## src/core/bridge_pkg.sv

```systemverilog
/*
 * Shared constants and carriers for the AXI3 to Avalon-MM adapter.
 * Assumes one clock and one synchronous reset shared by every port.
 */
`default_nettype none

package bridge_pkg;

	// carried widths; limits: address 64, id 18, data 1024 bits
	localparam int ADDR_W     = 32;
	localparam int ID_W       = 4;
	localparam int DATA_W     = 32;
	localparam int BYTE_W     = 8;
	localparam int STRB_W     = DATA_W / BYTE_W;
	localparam int ADDR_LSB   = $clog2(STRB_W);
	localparam int MAX_ADDR_W = 64;
	localparam int MAX_ID_W   = 18;
	localparam int MAX_DATA_W = 1024;

	// address bit that steers a command to the Avalon side
	localparam int AVL_SEL_DEF = 31;

	localparam logic [2:0] DATA_SIZE = 3'(ADDR_LSB);

	// register map of the adapter's own control port
	localparam int          CSR_ADDR_W   = 4;
	localparam logic [3:0]  CSR_CTRL_OFS = 4'h0;
	localparam logic [3:0]  CSR_STAT_OFS = 4'h4;
	localparam int          CTRL_DEEP    = 0;
	localparam int          CTRL_AVO     = 1;
	localparam logic [1:0]  CTRL_RST     = 2'h0;
	localparam int          STAT_TO_AV   = 4;
	localparam int          STAT_BUSY    = 5;

	localparam logic [1:0]  RESP_OKAY    = 2'h0;
	localparam logic [1:0]  BURST_FIXED  = 2'h0;
	localparam logic [1:0]  BURST_INCR   = 2'h1;
	localparam logic [1:0]  BURST_WRAP   = 2'h2;
	localparam logic [1:0]  LOCK_NORMAL  = 2'h0;
	localparam logic [1:0]  LOCK_LOCKED  = 2'h2;
	localparam logic [3:0]  CACHE_AVALON = 4'h0;
	localparam logic [3:0]  AVM_BURST_ONE = 4'h1;

	typedef struct packed {
		logic [ID_W-1:0]   id;
		logic [ADDR_W-1:0] addr;
		logic [3:0]        len;
		logic [2:0]        size;
		logic [1:0]        burst;
		logic [1:0]        lock;
		logic [3:0]        cache;
		logic [2:0]        prot;
	} axi_cmd_type;

	typedef struct packed {
		logic [ID_W-1:0]   id;
		logic [DATA_W-1:0] data;
		logic [STRB_W-1:0] strb;
		logic              last;
	} axi_w_type;

	typedef struct packed {
		logic [ID_W-1:0] id;
		logic [1:0]      resp;
	} axi_b_type;

	typedef struct packed {
		logic [ID_W-1:0]   id;
		logic [DATA_W-1:0] data;
		logic [1:0]        resp;
		logic              last;
	} axi_r_type;

	typedef enum logic [3:0] {
		ST_IDLE     = 4'h0,
		ST_AXI_WR   = 4'h1,
		ST_AXI_WB   = 4'h2,
		ST_AXI_RD   = 4'h3,
		ST_AV_WR    = 4'h4,
		ST_AV_B     = 4'h5,
		ST_AV_RD    = 4'h6,
		ST_AV_RWAIT = 4'h7,
		ST_AV_RRESP = 4'h8
	} state_type;

endpackage

`default_nettype wire

```

## src/core/axi_avalon_bridge.sv

```systemverilog
/*
 * AXI3 subordinate port feeding either an AXI3 slave (pass-through) or
 * an Avalon-MM slave (split into single-beat transfers), plus a small
 * Avalon-MM control port with waitrequest.
 * Assumes all ports share sys_clk_in and nrst_in, and that the AXI
 * manager holds valid and payload until ready, as AXI requires.
 */
`timescale 1ns/1ps
`default_nettype none

// Functional notes
// carry 64-bit addresses, ids up to 18 bits; addresses here are 32-bit (ADDR_W)
// data up to 1024 bits, 8-bit lanes
// cache attributes reach AXI slave unchanged
// all responses come from terminal slave; Avalon-side B and OKAY resp are made by the adapter
// Avalon write response once slave accepts
// non-modifiable commands keep address, length, size
// oversized transfer treated modifiable, size reduced
// split commands into several Avalon transfers
// Avalon-origin traffic: cache zero, allocate ignored
// protection bits forwarded untouched
// exclusive via lock/id/resp; locked unsupported
// responses return in issue order
// deep-reorder slaves get constant id zero
// one target slave outstanding at a time
// no write while read to slave pending
// byte lane zero is bits 7:0
// align unaligned commands toward Avalon only
// Avalon bursts must not cross 4KB
// Avalon byte enables should be contiguous
// narrow read bursts become single reads
// byte enables follow size, not address
// Avalon side answers OKAY
module axi_avalon_bridge
	import bridge_pkg::*;
#(
	parameter int AVL_SEL_BIT = AVL_SEL_DEF
) (
	input  wire logic                  sys_clk_in,
	input  wire logic                  nrst_in,
	input  wire logic                  ce_in,
	input  wire logic [CSR_ADDR_W-1:0] csr_address_in,
	input  wire logic                  csr_read_in,
	input  wire logic                  csr_write_in,
	input  wire logic [31:0]           csr_writedata_in,
	output logic      [31:0]           csr_readdata_out,
	output logic                       csr_waitrequest_out,
	input  wire axi_cmd_type           s_aw_in,
	input  wire logic                  s_awvalid_in,
	output logic                       s_awready_out,
	input  wire axi_w_type             s_w_in,
	input  wire logic                  s_wvalid_in,
	output logic                       s_wready_out,
	output axi_b_type                  s_b_out,
	output logic                       s_bvalid_out,
	input  wire logic                  s_bready_in,
	input  wire axi_cmd_type           s_ar_in,
	input  wire logic                  s_arvalid_in,
	output logic                       s_arready_out,
	output axi_r_type                  s_r_out,
	output logic                       s_rvalid_out,
	input  wire logic                  s_rready_in,
	output axi_cmd_type                m_aw_out,
	output logic                       m_awvalid_out,
	input  wire logic                  m_awready_in,
	output axi_w_type                  m_w_out,
	output logic                       m_wvalid_out,
	input  wire logic                  m_wready_in,
	input  wire axi_b_type             m_b_in,
	input  wire logic                  m_bvalid_in,
	output logic                       m_bready_out,
	output axi_cmd_type                m_ar_out,
	output logic                       m_arvalid_out,
	input  wire logic                  m_arready_in,
	input  wire axi_r_type             m_r_in,
	input  wire logic                  m_rvalid_in,
	output logic                       m_rready_out,
	output logic      [ADDR_W-1:0]     avm_address_out,
	output logic                       avm_read_out,
	output logic                       avm_write_out,
	output logic      [DATA_W-1:0]     avm_writedata_out,
	output logic      [STRB_W-1:0]     avm_byteenable_out,
	output logic      [3:0]            avm_burstcount_out,
	input  wire logic                  avm_waitrequest_in,
	input  wire logic [DATA_W-1:0]     avm_readdata_in,
	input  wire logic                  avm_readdatavalid_in
);

	// size clipped to the bus width; a wider request is reduced
	function automatic logic [2:0] eff_size(input logic [2:0] s);
		return (s > DATA_SIZE) ? DATA_SIZE : s;
	endfunction

	// lane mask from size at the size-aligned offset; lane i is
	// data[8i+7:8i]
	function automatic logic [STRB_W-1:0] size_be(
		input logic [ADDR_W-1:0] a,
		input logic [2:0]        s);
		logic [2:0]          es;
		logic [ADDR_LSB-1:0] off;
		logic [STRB_W:0]     ones;
		es   = eff_size(s);
		off  = (a[ADDR_LSB-1:0] >> es) << es;
		ones = ((STRB_W+1)'(1) << (32'd1 << es)) - (STRB_W+1)'(1);
		return ones[STRB_W-1:0] << off;
	endfunction

	function automatic logic [ADDR_W-1:0] next_addr(input axi_cmd_type c);
		logic [2:0]        es;
		logic [ADDR_W-1:0] step;
		logic [ADDR_W-1:0] base;
		logic [ADDR_W-1:0] wmask;
		es    = eff_size(c.size);
		step  = ADDR_W'(1) << es;
		base  = (c.addr >> es) << es;
		wmask = ((ADDR_W'(c.len) + ADDR_W'(1)) << es) - ADDR_W'(1);
		case (c.burst)
			BURST_FIXED: return c.addr;
			BURST_WRAP:  return (c.addr & ~wmask) | ((base + step) & wmask);
			default:     return base + step;
		endcase
	endfunction

	// attributes toward an AXI slave; address, len, size, prot untouched
	function automatic axi_cmd_type fwd_cmd(
		input axi_cmd_type c,
		input logic [1:0]  ctl);
		axi_cmd_type r;
		r = c;
		if (ctl[CTRL_DEEP])
			r.id = '0;
		if (ctl[CTRL_AVO])
			r.cache = CACHE_AVALON;
		if (c.lock == LOCK_LOCKED)
			r.lock = LOCK_NORMAL;
		return r;
	endfunction

	state_type         state_r;
	state_type         state_nxt;
	axi_cmd_type       cmd_r;
	logic [3:0]        beat_r;
	logic              pend_r;
	logic              wdone_r;
	logic [DATA_W-1:0] rdata_r;
	logic [1:0]        ctrl_r;
	logic              csr_ack_r;
	logic [31:0]       csr_rdata_r;

	wire idle      = (state_r == ST_IDLE);
	wire axi_wr    = (state_r == ST_AXI_WR);
	wire axi_wb    = (state_r == ST_AXI_WB);
	wire axi_rd    = (state_r == ST_AXI_RD);
	wire av_wr     = (state_r == ST_AV_WR);
	wire av_b      = (state_r == ST_AV_B);
	wire av_rd     = (state_r == ST_AV_RD);
	wire av_rwait  = (state_r == ST_AV_RWAIT);
	wire av_rresp  = (state_r == ST_AV_RRESP);
	wire to_av     = av_wr | av_b | av_rd | av_rwait | av_rresp;
	wire last_beat = (beat_r == cmd_r.len);

	// one command in flight: a new one waits for every response, so
	// the target never changes while anything is outstanding and a
	// write never overtakes a read; reads win the idle slot
	assign s_arready_out = ce_in & idle;
	assign s_awready_out = ce_in & idle & ~s_arvalid_in;

	wire ar_take = s_arvalid_in & s_arready_out;
	wire aw_take = s_awvalid_in & s_awready_out;
	wire take    = ar_take | aw_take;
	wire sel_av  = aw_take ? s_aw_in.addr[AVL_SEL_BIT]
	                       : s_ar_in.addr[AVL_SEL_BIT];

	// AXI slave side: command from flops, data and responses pass by
	assign m_aw_out      = fwd_cmd(cmd_r, ctrl_r);
	assign m_ar_out      = fwd_cmd(cmd_r, ctrl_r);
	assign m_awvalid_out = axi_wr & pend_r;
	assign m_arvalid_out = axi_rd & pend_r;
	wire   m_aw_hs       = m_awvalid_out & m_awready_in;
	wire   m_ar_hs       = m_arvalid_out & m_arready_in;
	wire   [ID_W-1:0] w_id = ctrl_r[CTRL_DEEP] ? '0 : s_w_in.id;
	assign m_w_out       = {w_id, s_w_in.data, s_w_in.strb, s_w_in.last};
	assign m_wvalid_out  = axi_wr & ~wdone_r & s_wvalid_in;
	assign m_bready_out  = ce_in & axi_wb & s_bready_in;
	assign m_rready_out  = ce_in & axi_rd & s_rready_in;

	// Avalon side: one word per transfer at a word-aligned address
	wire [ADDR_W-1:0] av_addr = {cmd_r.addr[ADDR_W-1:ADDR_LSB],
	                             {ADDR_LSB{1'b0}}};
	// a request must not drop under waitrequest, so ce_in must not
	// fall while an Avalon transfer is pending
	assign avm_address_out    = av_addr;
	assign avm_write_out      = ce_in & av_wr & s_wvalid_in;
	assign avm_read_out       = ce_in & av_rd;
	assign avm_writedata_out  = s_w_in.data;
	assign avm_byteenable_out = av_wr ? s_w_in.strb
	                                  : size_be(cmd_r.addr, cmd_r.size);
	assign avm_burstcount_out = AVM_BURST_ONE;
	wire   av_w_acc = avm_write_out & ~avm_waitrequest_in;
	wire   av_r_acc = avm_read_out & ~avm_waitrequest_in;

	assign s_wready_out = ce_in & ((axi_wr & ~wdone_r & m_wready_in) |
	                               (av_wr & ~avm_waitrequest_in));
	wire   w_hs = s_wvalid_in & s_wready_out;

	// responses toward the manager, always under the stored id
	assign s_bvalid_out = (axi_wb & m_bvalid_in) | av_b;
	assign s_b_out.id   = cmd_r.id;
	assign s_b_out.resp = axi_wb ? m_b_in.resp : RESP_OKAY;
	assign s_rvalid_out = (axi_rd & m_rvalid_in) | av_rresp;
	assign s_r_out.id   = cmd_r.id;
	assign s_r_out.data = axi_rd ? m_r_in.data : rdata_r;
	assign s_r_out.resp = axi_rd ? m_r_in.resp : RESP_OKAY;
	assign s_r_out.last = axi_rd ? m_r_in.last : last_beat;
	wire   b_hs = s_bvalid_out & s_bready_in;
	wire   r_hs = s_rvalid_out & s_rready_in;

	wire aw_done = ~pend_r | m_aw_hs;
	wire w_done  = wdone_r | (w_hs & s_w_in.last);

	always_comb begin
		state_nxt = state_r;
		case (state_r)
			ST_IDLE: begin
				if (ar_take)
					state_nxt = sel_av ? ST_AV_RD : ST_AXI_RD;
				else if (aw_take)
					state_nxt = sel_av ? ST_AV_WR : ST_AXI_WR;
			end
			ST_AXI_WR: begin
				if (aw_done & w_done)
					state_nxt = ST_AXI_WB;
			end
			ST_AXI_WB, ST_AV_B: begin
				if (b_hs)
					state_nxt = ST_IDLE;
			end
			ST_AXI_RD: begin
				if (r_hs & m_r_in.last)
					state_nxt = ST_IDLE;
			end
			ST_AV_WR: begin
				if (av_w_acc & s_w_in.last)
					state_nxt = ST_AV_B;
			end
			ST_AV_RD: begin
				if (av_r_acc)
					state_nxt = ST_AV_RWAIT;
			end
			ST_AV_RWAIT: begin
				if (avm_readdatavalid_in)
					state_nxt = ST_AV_RRESP;
			end
			ST_AV_RRESP: begin
				if (r_hs)
					state_nxt = last_beat ? ST_IDLE : ST_AV_RD;
			end
			default: state_nxt = ST_IDLE;
		endcase
	end

	wire av_step = av_w_acc | (av_rresp & r_hs);

	always_ff @(posedge sys_clk_in) begin
		if (!nrst_in) begin
			cmd_r  <= '0;
			beat_r <= 4'h0;
		end else if (ce_in) begin
			if (ar_take)
				cmd_r <= s_ar_in;
			else if (aw_take)
				cmd_r <= s_aw_in;
			else if (av_step)
				cmd_r.addr <= next_addr(cmd_r);
			if (take)
				beat_r <= 4'h0;
			else if (av_step)
				beat_r <= beat_r + 4'h1;
		end
	end

	always_ff @(posedge sys_clk_in) begin
		if (!nrst_in) begin
			state_r <= ST_IDLE;
			pend_r  <= 1'b0;
			wdone_r <= 1'b0;
			rdata_r <= '0;
		end else if (ce_in) begin
			state_r <= state_nxt;
			if (take)
				pend_r <= 1'b1;
			else if (m_aw_hs | m_ar_hs)
				pend_r <= 1'b0;
			if (take)
				wdone_r <= 1'b0;
			else if (axi_wr & w_hs & s_w_in.last)
				wdone_r <= 1'b1;
			if (av_rwait & avm_readdatavalid_in)
				rdata_r <= avm_readdata_in;
		end
	end

	// control port: every access waits exactly one cycle
	wire       csr_req  = csr_read_in | csr_write_in;
	wire       csr_go   = ce_in & csr_req & ~csr_ack_r;
	wire       csr_ctrl = (csr_address_in == CSR_CTRL_OFS);
	wire       csr_stat = (csr_address_in == CSR_STAT_OFS);
	wire [31:0] stat_word = {26'h0, ~idle, to_av, state_r};
	wire [31:0] rd_word  = csr_ctrl ? {30'h0, ctrl_r}
	                     : csr_stat ? stat_word : 32'h0;

	assign csr_waitrequest_out = csr_req & ~(ce_in & csr_ack_r);
	assign csr_readdata_out    = csr_rdata_r;

	always_ff @(posedge sys_clk_in) begin
		if (!nrst_in) begin
			csr_ack_r   <= 1'b0;
			csr_rdata_r <= 32'h0;
			ctrl_r      <= CTRL_RST;
		end else if (ce_in) begin
			csr_ack_r <= csr_req & ~csr_ack_r;
			if (csr_go & csr_read_in)
				csr_rdata_r <= rd_word;
			if (csr_ack_r & csr_write_in & csr_ctrl)
				ctrl_r <= csr_writedata_in[1:0];
		end
	end
endmodule // axi_avalon_bridge

`default_nettype wire

```

## config.mk

```make
export PLATFORM = sky130hd
export DESIGN_NAME = axi_avalon_bridge
export DESIGN_NICKNAME = d
export VERILOG_FILES = /design/src/core/bridge_pkg.sv /design/src/core/axi_avalon_bridge.sv
export SDC_FILE = /design/constraint.sdc
export NUM_CORES = 1
export LEC_CHECK = 0
export BUFFER_PORTS_ARGS = -buffer_cell sky130_fd_sc_hd__buf_2
export CORE_AREA = 2 2 229 231
export DETAILED_ROUTE_END_ITERATION = 7
export DIE_AREA = 0 0 231 233
export PLACE_DENSITY = 0.53
export SLEW_MARGIN = 20
export SYNTH_ARGS = -nofsm -noshare
export SYNTH_HDL_FRONTEND = slang
export SYNTH_SLANG_ARGS = --single-unit
```

## constraint.sdc

```tcl
create_clock -name sys_clk_in -period 5.06 [get_ports sys_clk_in]
set_input_delay 0.506 -clock sys_clk_in [delete_from_list [all_inputs] [get_ports sys_clk_in]]
set_output_delay 0.506 -clock sys_clk_in [all_outputs]
set_load 0.05 [all_outputs]
```

Word-level counts from Yosys, hierarchy flattened. Cells that the tools add are included.

Flip-flop bits (word level): 131. Latch bits: 0. RAM bits: 0. ROM bits: 0. Input bits: 279. Output and inout port bits: 311. Word-level logic and storage cells: 174. Memories: 0.

$add $sub $neg: 5. $mul: 0. Divide/modulo/power cells: 0. Magnitude comparators: 1. Eq/ne operators: 21. Shifts and indexed selects: 8. Multiplexer cells: 38. Bitwise operators: 67. Reduce and logical (&&, ||, !) cells: 18.

Operators by type and width (count): two-way mux 32 bit (3); bitwise AND 32 bit (2); two-way mux 4 bit (16); one-hot mux 32 bit (2 select lines) (1); two-way mux 54 bit (1); bitwise AND 1 bit (43); adder 32 bit (1); inverter 32 bit (1); OR 32 bit (1); one-hot mux 4 bit (8 select lines) (1); << shifter 1 x 3 -> 32 bit, first input constant (1); << shifter 1 x 32 -> 4 bit, first input constant (1); << shifter 32 x 3 -> 32 bit (1); << shifter 5 x 3 -> 32 bit (1); >> shifter 32 x 3 -> 32 bit (1); subtractor 32 x 1 -> 32 bit, second input constant (1); equality test 4 x 3 -> 1 bit, second input constant (5); two-way mux 18 bit (1); AND reduction 2 bit (7); OR 1 bit (13); two-way mux 3 bit (4); two-way mux 6 bit (2); != test 2 x 1 -> 1 bit, second input constant (5); AND reduction 9 bit (1); other kinds (24) (44).

Longest topological paths before layout.
Depth in word-level cells: 11. Depth in mapped cells: 14.

Worst setup path before layout. No wires, ideal clock.

Path type: register -> register. Start: reg cmd_r, in the netlist m_ar_out[11]. End: reg with a tool-made name. Setup time: 0.101 ns. Data arrival time: 3.104 ns. Required time: 4.959 ns. Setup slack: 1.855 ns. Cell stages (with the launch flop): 15. Path buffers: 1. Period minus slack after synthesis: 3.205 ns. Cell sequence: dfxtp_1 -> clkbuf_1 -> nor3_1 -> nand2_1 -> inv_1 -> ha_1 -> inv_1 -> fa_1 -> nor2b_1 -> o31a_1 -> o21ai_1 -> nor3_1 -> nand3_1 -> o32a_1 -> o41ai_1.

RTL lines: start: declaration (RTL line axi_avalon_bridge.sv:141) `axi_cmd_type cmd_r;`; start signal: assignment (RTL line axi_avalon_bridge.sv:270) `cmd_r <= s_ar_in;`; start signal: assignment (RTL line axi_avalon_bridge.sv:272) `cmd_r <= s_aw_in;`.

==> out/qor.yml <==
status: "finished, final reports clean"
synth-edff-count: 0
synthArstFlopShare: 0
netlist_area_um2: 9240
wirelength_mm: 38.8
portBuffers: 423
worstPathMaxFanout: 9
ys_seq_elements: 105
die_w_um: 231
yosysSeqAreaShare: 0.227
clockBufferDepth: 2
num_rows: 83
clock_sinks: 105
worst_clock_skew_ns: 0.0146
cts_made_buffers: 9
antenna_found_initial: 2
powerDensity_nw_per_um2: 444
final_core_util: 0.209
cts_resized: 0
worstSkewPairLatency_ns: 0.39
critPathKind: "flip-flop to flip-flop"
drc: 0
ys_top_cells_by_area: "dfxtp_1 (23%), buf_4 (19%), nand2_1 (5.3%), mux2_2 (4.1%), nor2_1 (4.1%)"
slew_headroom: 0.277
finalHoldViolCount: 0
rsz0062_at_grt: "false"
leakagePower_nw: 4.88
synth_top_area_cell: "dfxtp_1"
netlist.area_leader.share: 0.227
finalSetupViolCount: 0
place_congestion: 0.841
htree_num_levels: 3
synth_cell_types: 84
num_io_pins: 590
worst_slew_pin_slew_ns: 1.07
cp.required_ns: 5.35
grt_pass1_wl_mm: 54.7
die_area_um2: 53800
cp.arrival_ns: 4.13
grt_max_degree: 66
setup_tns_ns: 0
yosysMostFrequentCell: "buf_4"
synthTopCellsByCount: "buf_4 (237), nand2_1 (130), dfxtp_1 (105), nor2_1 (101), a21oi_1 (74)"
synthCells: 1218
grt.total_usage: 0.138
synthFlopType: "dfxtp_1"
critPathLaunchType: "flip-flop"
cts_setup_buffers: 0
cp-end-kind: "flip-flop"
synth_warnings: 0
overflow: 0
max_freq_ghz: 0.261
drv_slew: 0
vdd_drop_max_mv: 0.294
ant_nets: 0
num_vias: 9396
drive_gt1_frac: 0.396
avgViaCountPerCell: 4.52
drtIter0Drc: 628
path_clk_slew_ns: 0.09
start_util: 0.181
avgSynthCellArea_um2: 7.59
grt_pass1_vias: 8564
r2r_slack_ns: 1.22
hold_buffers: 0
fin_crit_sh: 0.758
final_nets: 1685
fp.dieH_um: 233
coreArea_um2: 51100
drt_first_pass_iters: 5
hp-class: "primary input to flip-flop"
dp_hpwl_mm: 30.4
drv_cap: 0
wl_per_cell_um: 18.6
area_growth_pct: 15.3
cts_tree: "done"
cts-root-buf: "clkbuf_16"
period_minus_slack_ns: 3.84
-- placed cells by master, fill, tap and decap left out, drive strengths merged, types with 6 or more instances in the layout --
master	n
clkbuf	9
mux2	34
a21oi	76
dfxtp	105
a211oi	10
nor3	11
nor2	103
nor4	6
ha	12
xnor2	16
nand3	56
and2	7
a22oi	10
xor2	6
a31oi	13
nand4	6
o22ai	15
mux2i	9
or2	6
inv	19
nor2b	20
buf	444
o21ai	74
nand2b	7
a311oi	26
and3	11
nand2	130
conb	38
o211ai	15
a21o	7
nor4b	7
-- path summary, 6_finish.rpt --
kind / startpoint / to / cells after the start
setup reg to reg: m_ar_out[12] / flip-flop / 14
setup / recovery: m_ar_out[12] / flip-flop / 14
hold reg to reg: rdata_r[8] / rdata_r[8] / 2
hold / removal: avm_readdata_in[19] / rdata_r[19] / 3
-- per-stage QoR --
stage	std cells	cell area (um2)	worst slack (ns)	hold WS [ns]	power, mW
after detailed placement	2062	10400	1.24	0.440	4.03
after floorplan	1254	9380	1.86	0.426	3.60
after global placement	2062	10400	1.23	0.435	4.01
after CTS	2078	10600	1.31	0.291	4.79
after global routing	2078	10600	0.944	0.298	5.02
final	2080	10700	1.22	0.329	4.73
-- where the power goes --
group          leakage, nW  switching (mW)  internal [mW]
sequential           0.852           0.190          0.925
combinational         3.89            2.11          0.776
clock                0.134           0.392          0.340
-- metal layers --
layer / global-route usage / routed length [um] / share of wire / up-vias
met5: 0 / 0 / 0 / -
met4: 0.0488 / 1050 / 0.027 / 0
met3: 0.0332 / 2690 / 0.069 / 61
met2: 0.233 / 18700 / 0.48 / 495
met1: 0.169 / 16400 / 0.42 / 4449
li1: - / - / - / 4391
-- final cells by class --
type                       instances  area [um2]
fill                            5745       40400
multi-input combinational        815        5070
clock buffer                       9         225
timing repair buffer             444        2280
sequential                       105        2100
antenna                            2        5.00
tap                              680         851
clock inverter                     7        53.8
inverter                          18        67.6
-- critical path, stage by stage (launching register included) --
cell     delay (ns)
dfxtp_1        0.37
nor3_1         0.49
nand2_1        0.13
inv_1          0.10
ha_1           0.17
inv_1          0.06
fa_1           0.44
nor2b_1        0.17
o31a_1         0.25
o21ai_1        0.10
buf_4          0.18
nor2_1         0.66
a21oi_1        0.18
o22a_1         0.19
o221a_2        0.26
-- cell families (layout without fill, tap and decap cells) --
| kind of cell | Yosys count | in the layout | synth area share |
|---|---|---|---|
| AO/OA/AOI/OAI | 307 | 307 | 0.226 |
| flip-flops | 105 | 105 | 0.227 |
| AND/OR/NAND/NOR | 392 | 392 | 0.216 |
| multiplexers | 43 | 43 | 0.0512 |
| buffers and inverters | 334 | 478 | 0.239 |
| adder cells (fa/ha/maj) | 13 | 13 | 0.0184 |
| other | 2 | 40 | 0.000812 |
| XOR/XNOR | 22 | 22 | 0.0208 |
Note: power is estimated with default switching activity, not from simulation.
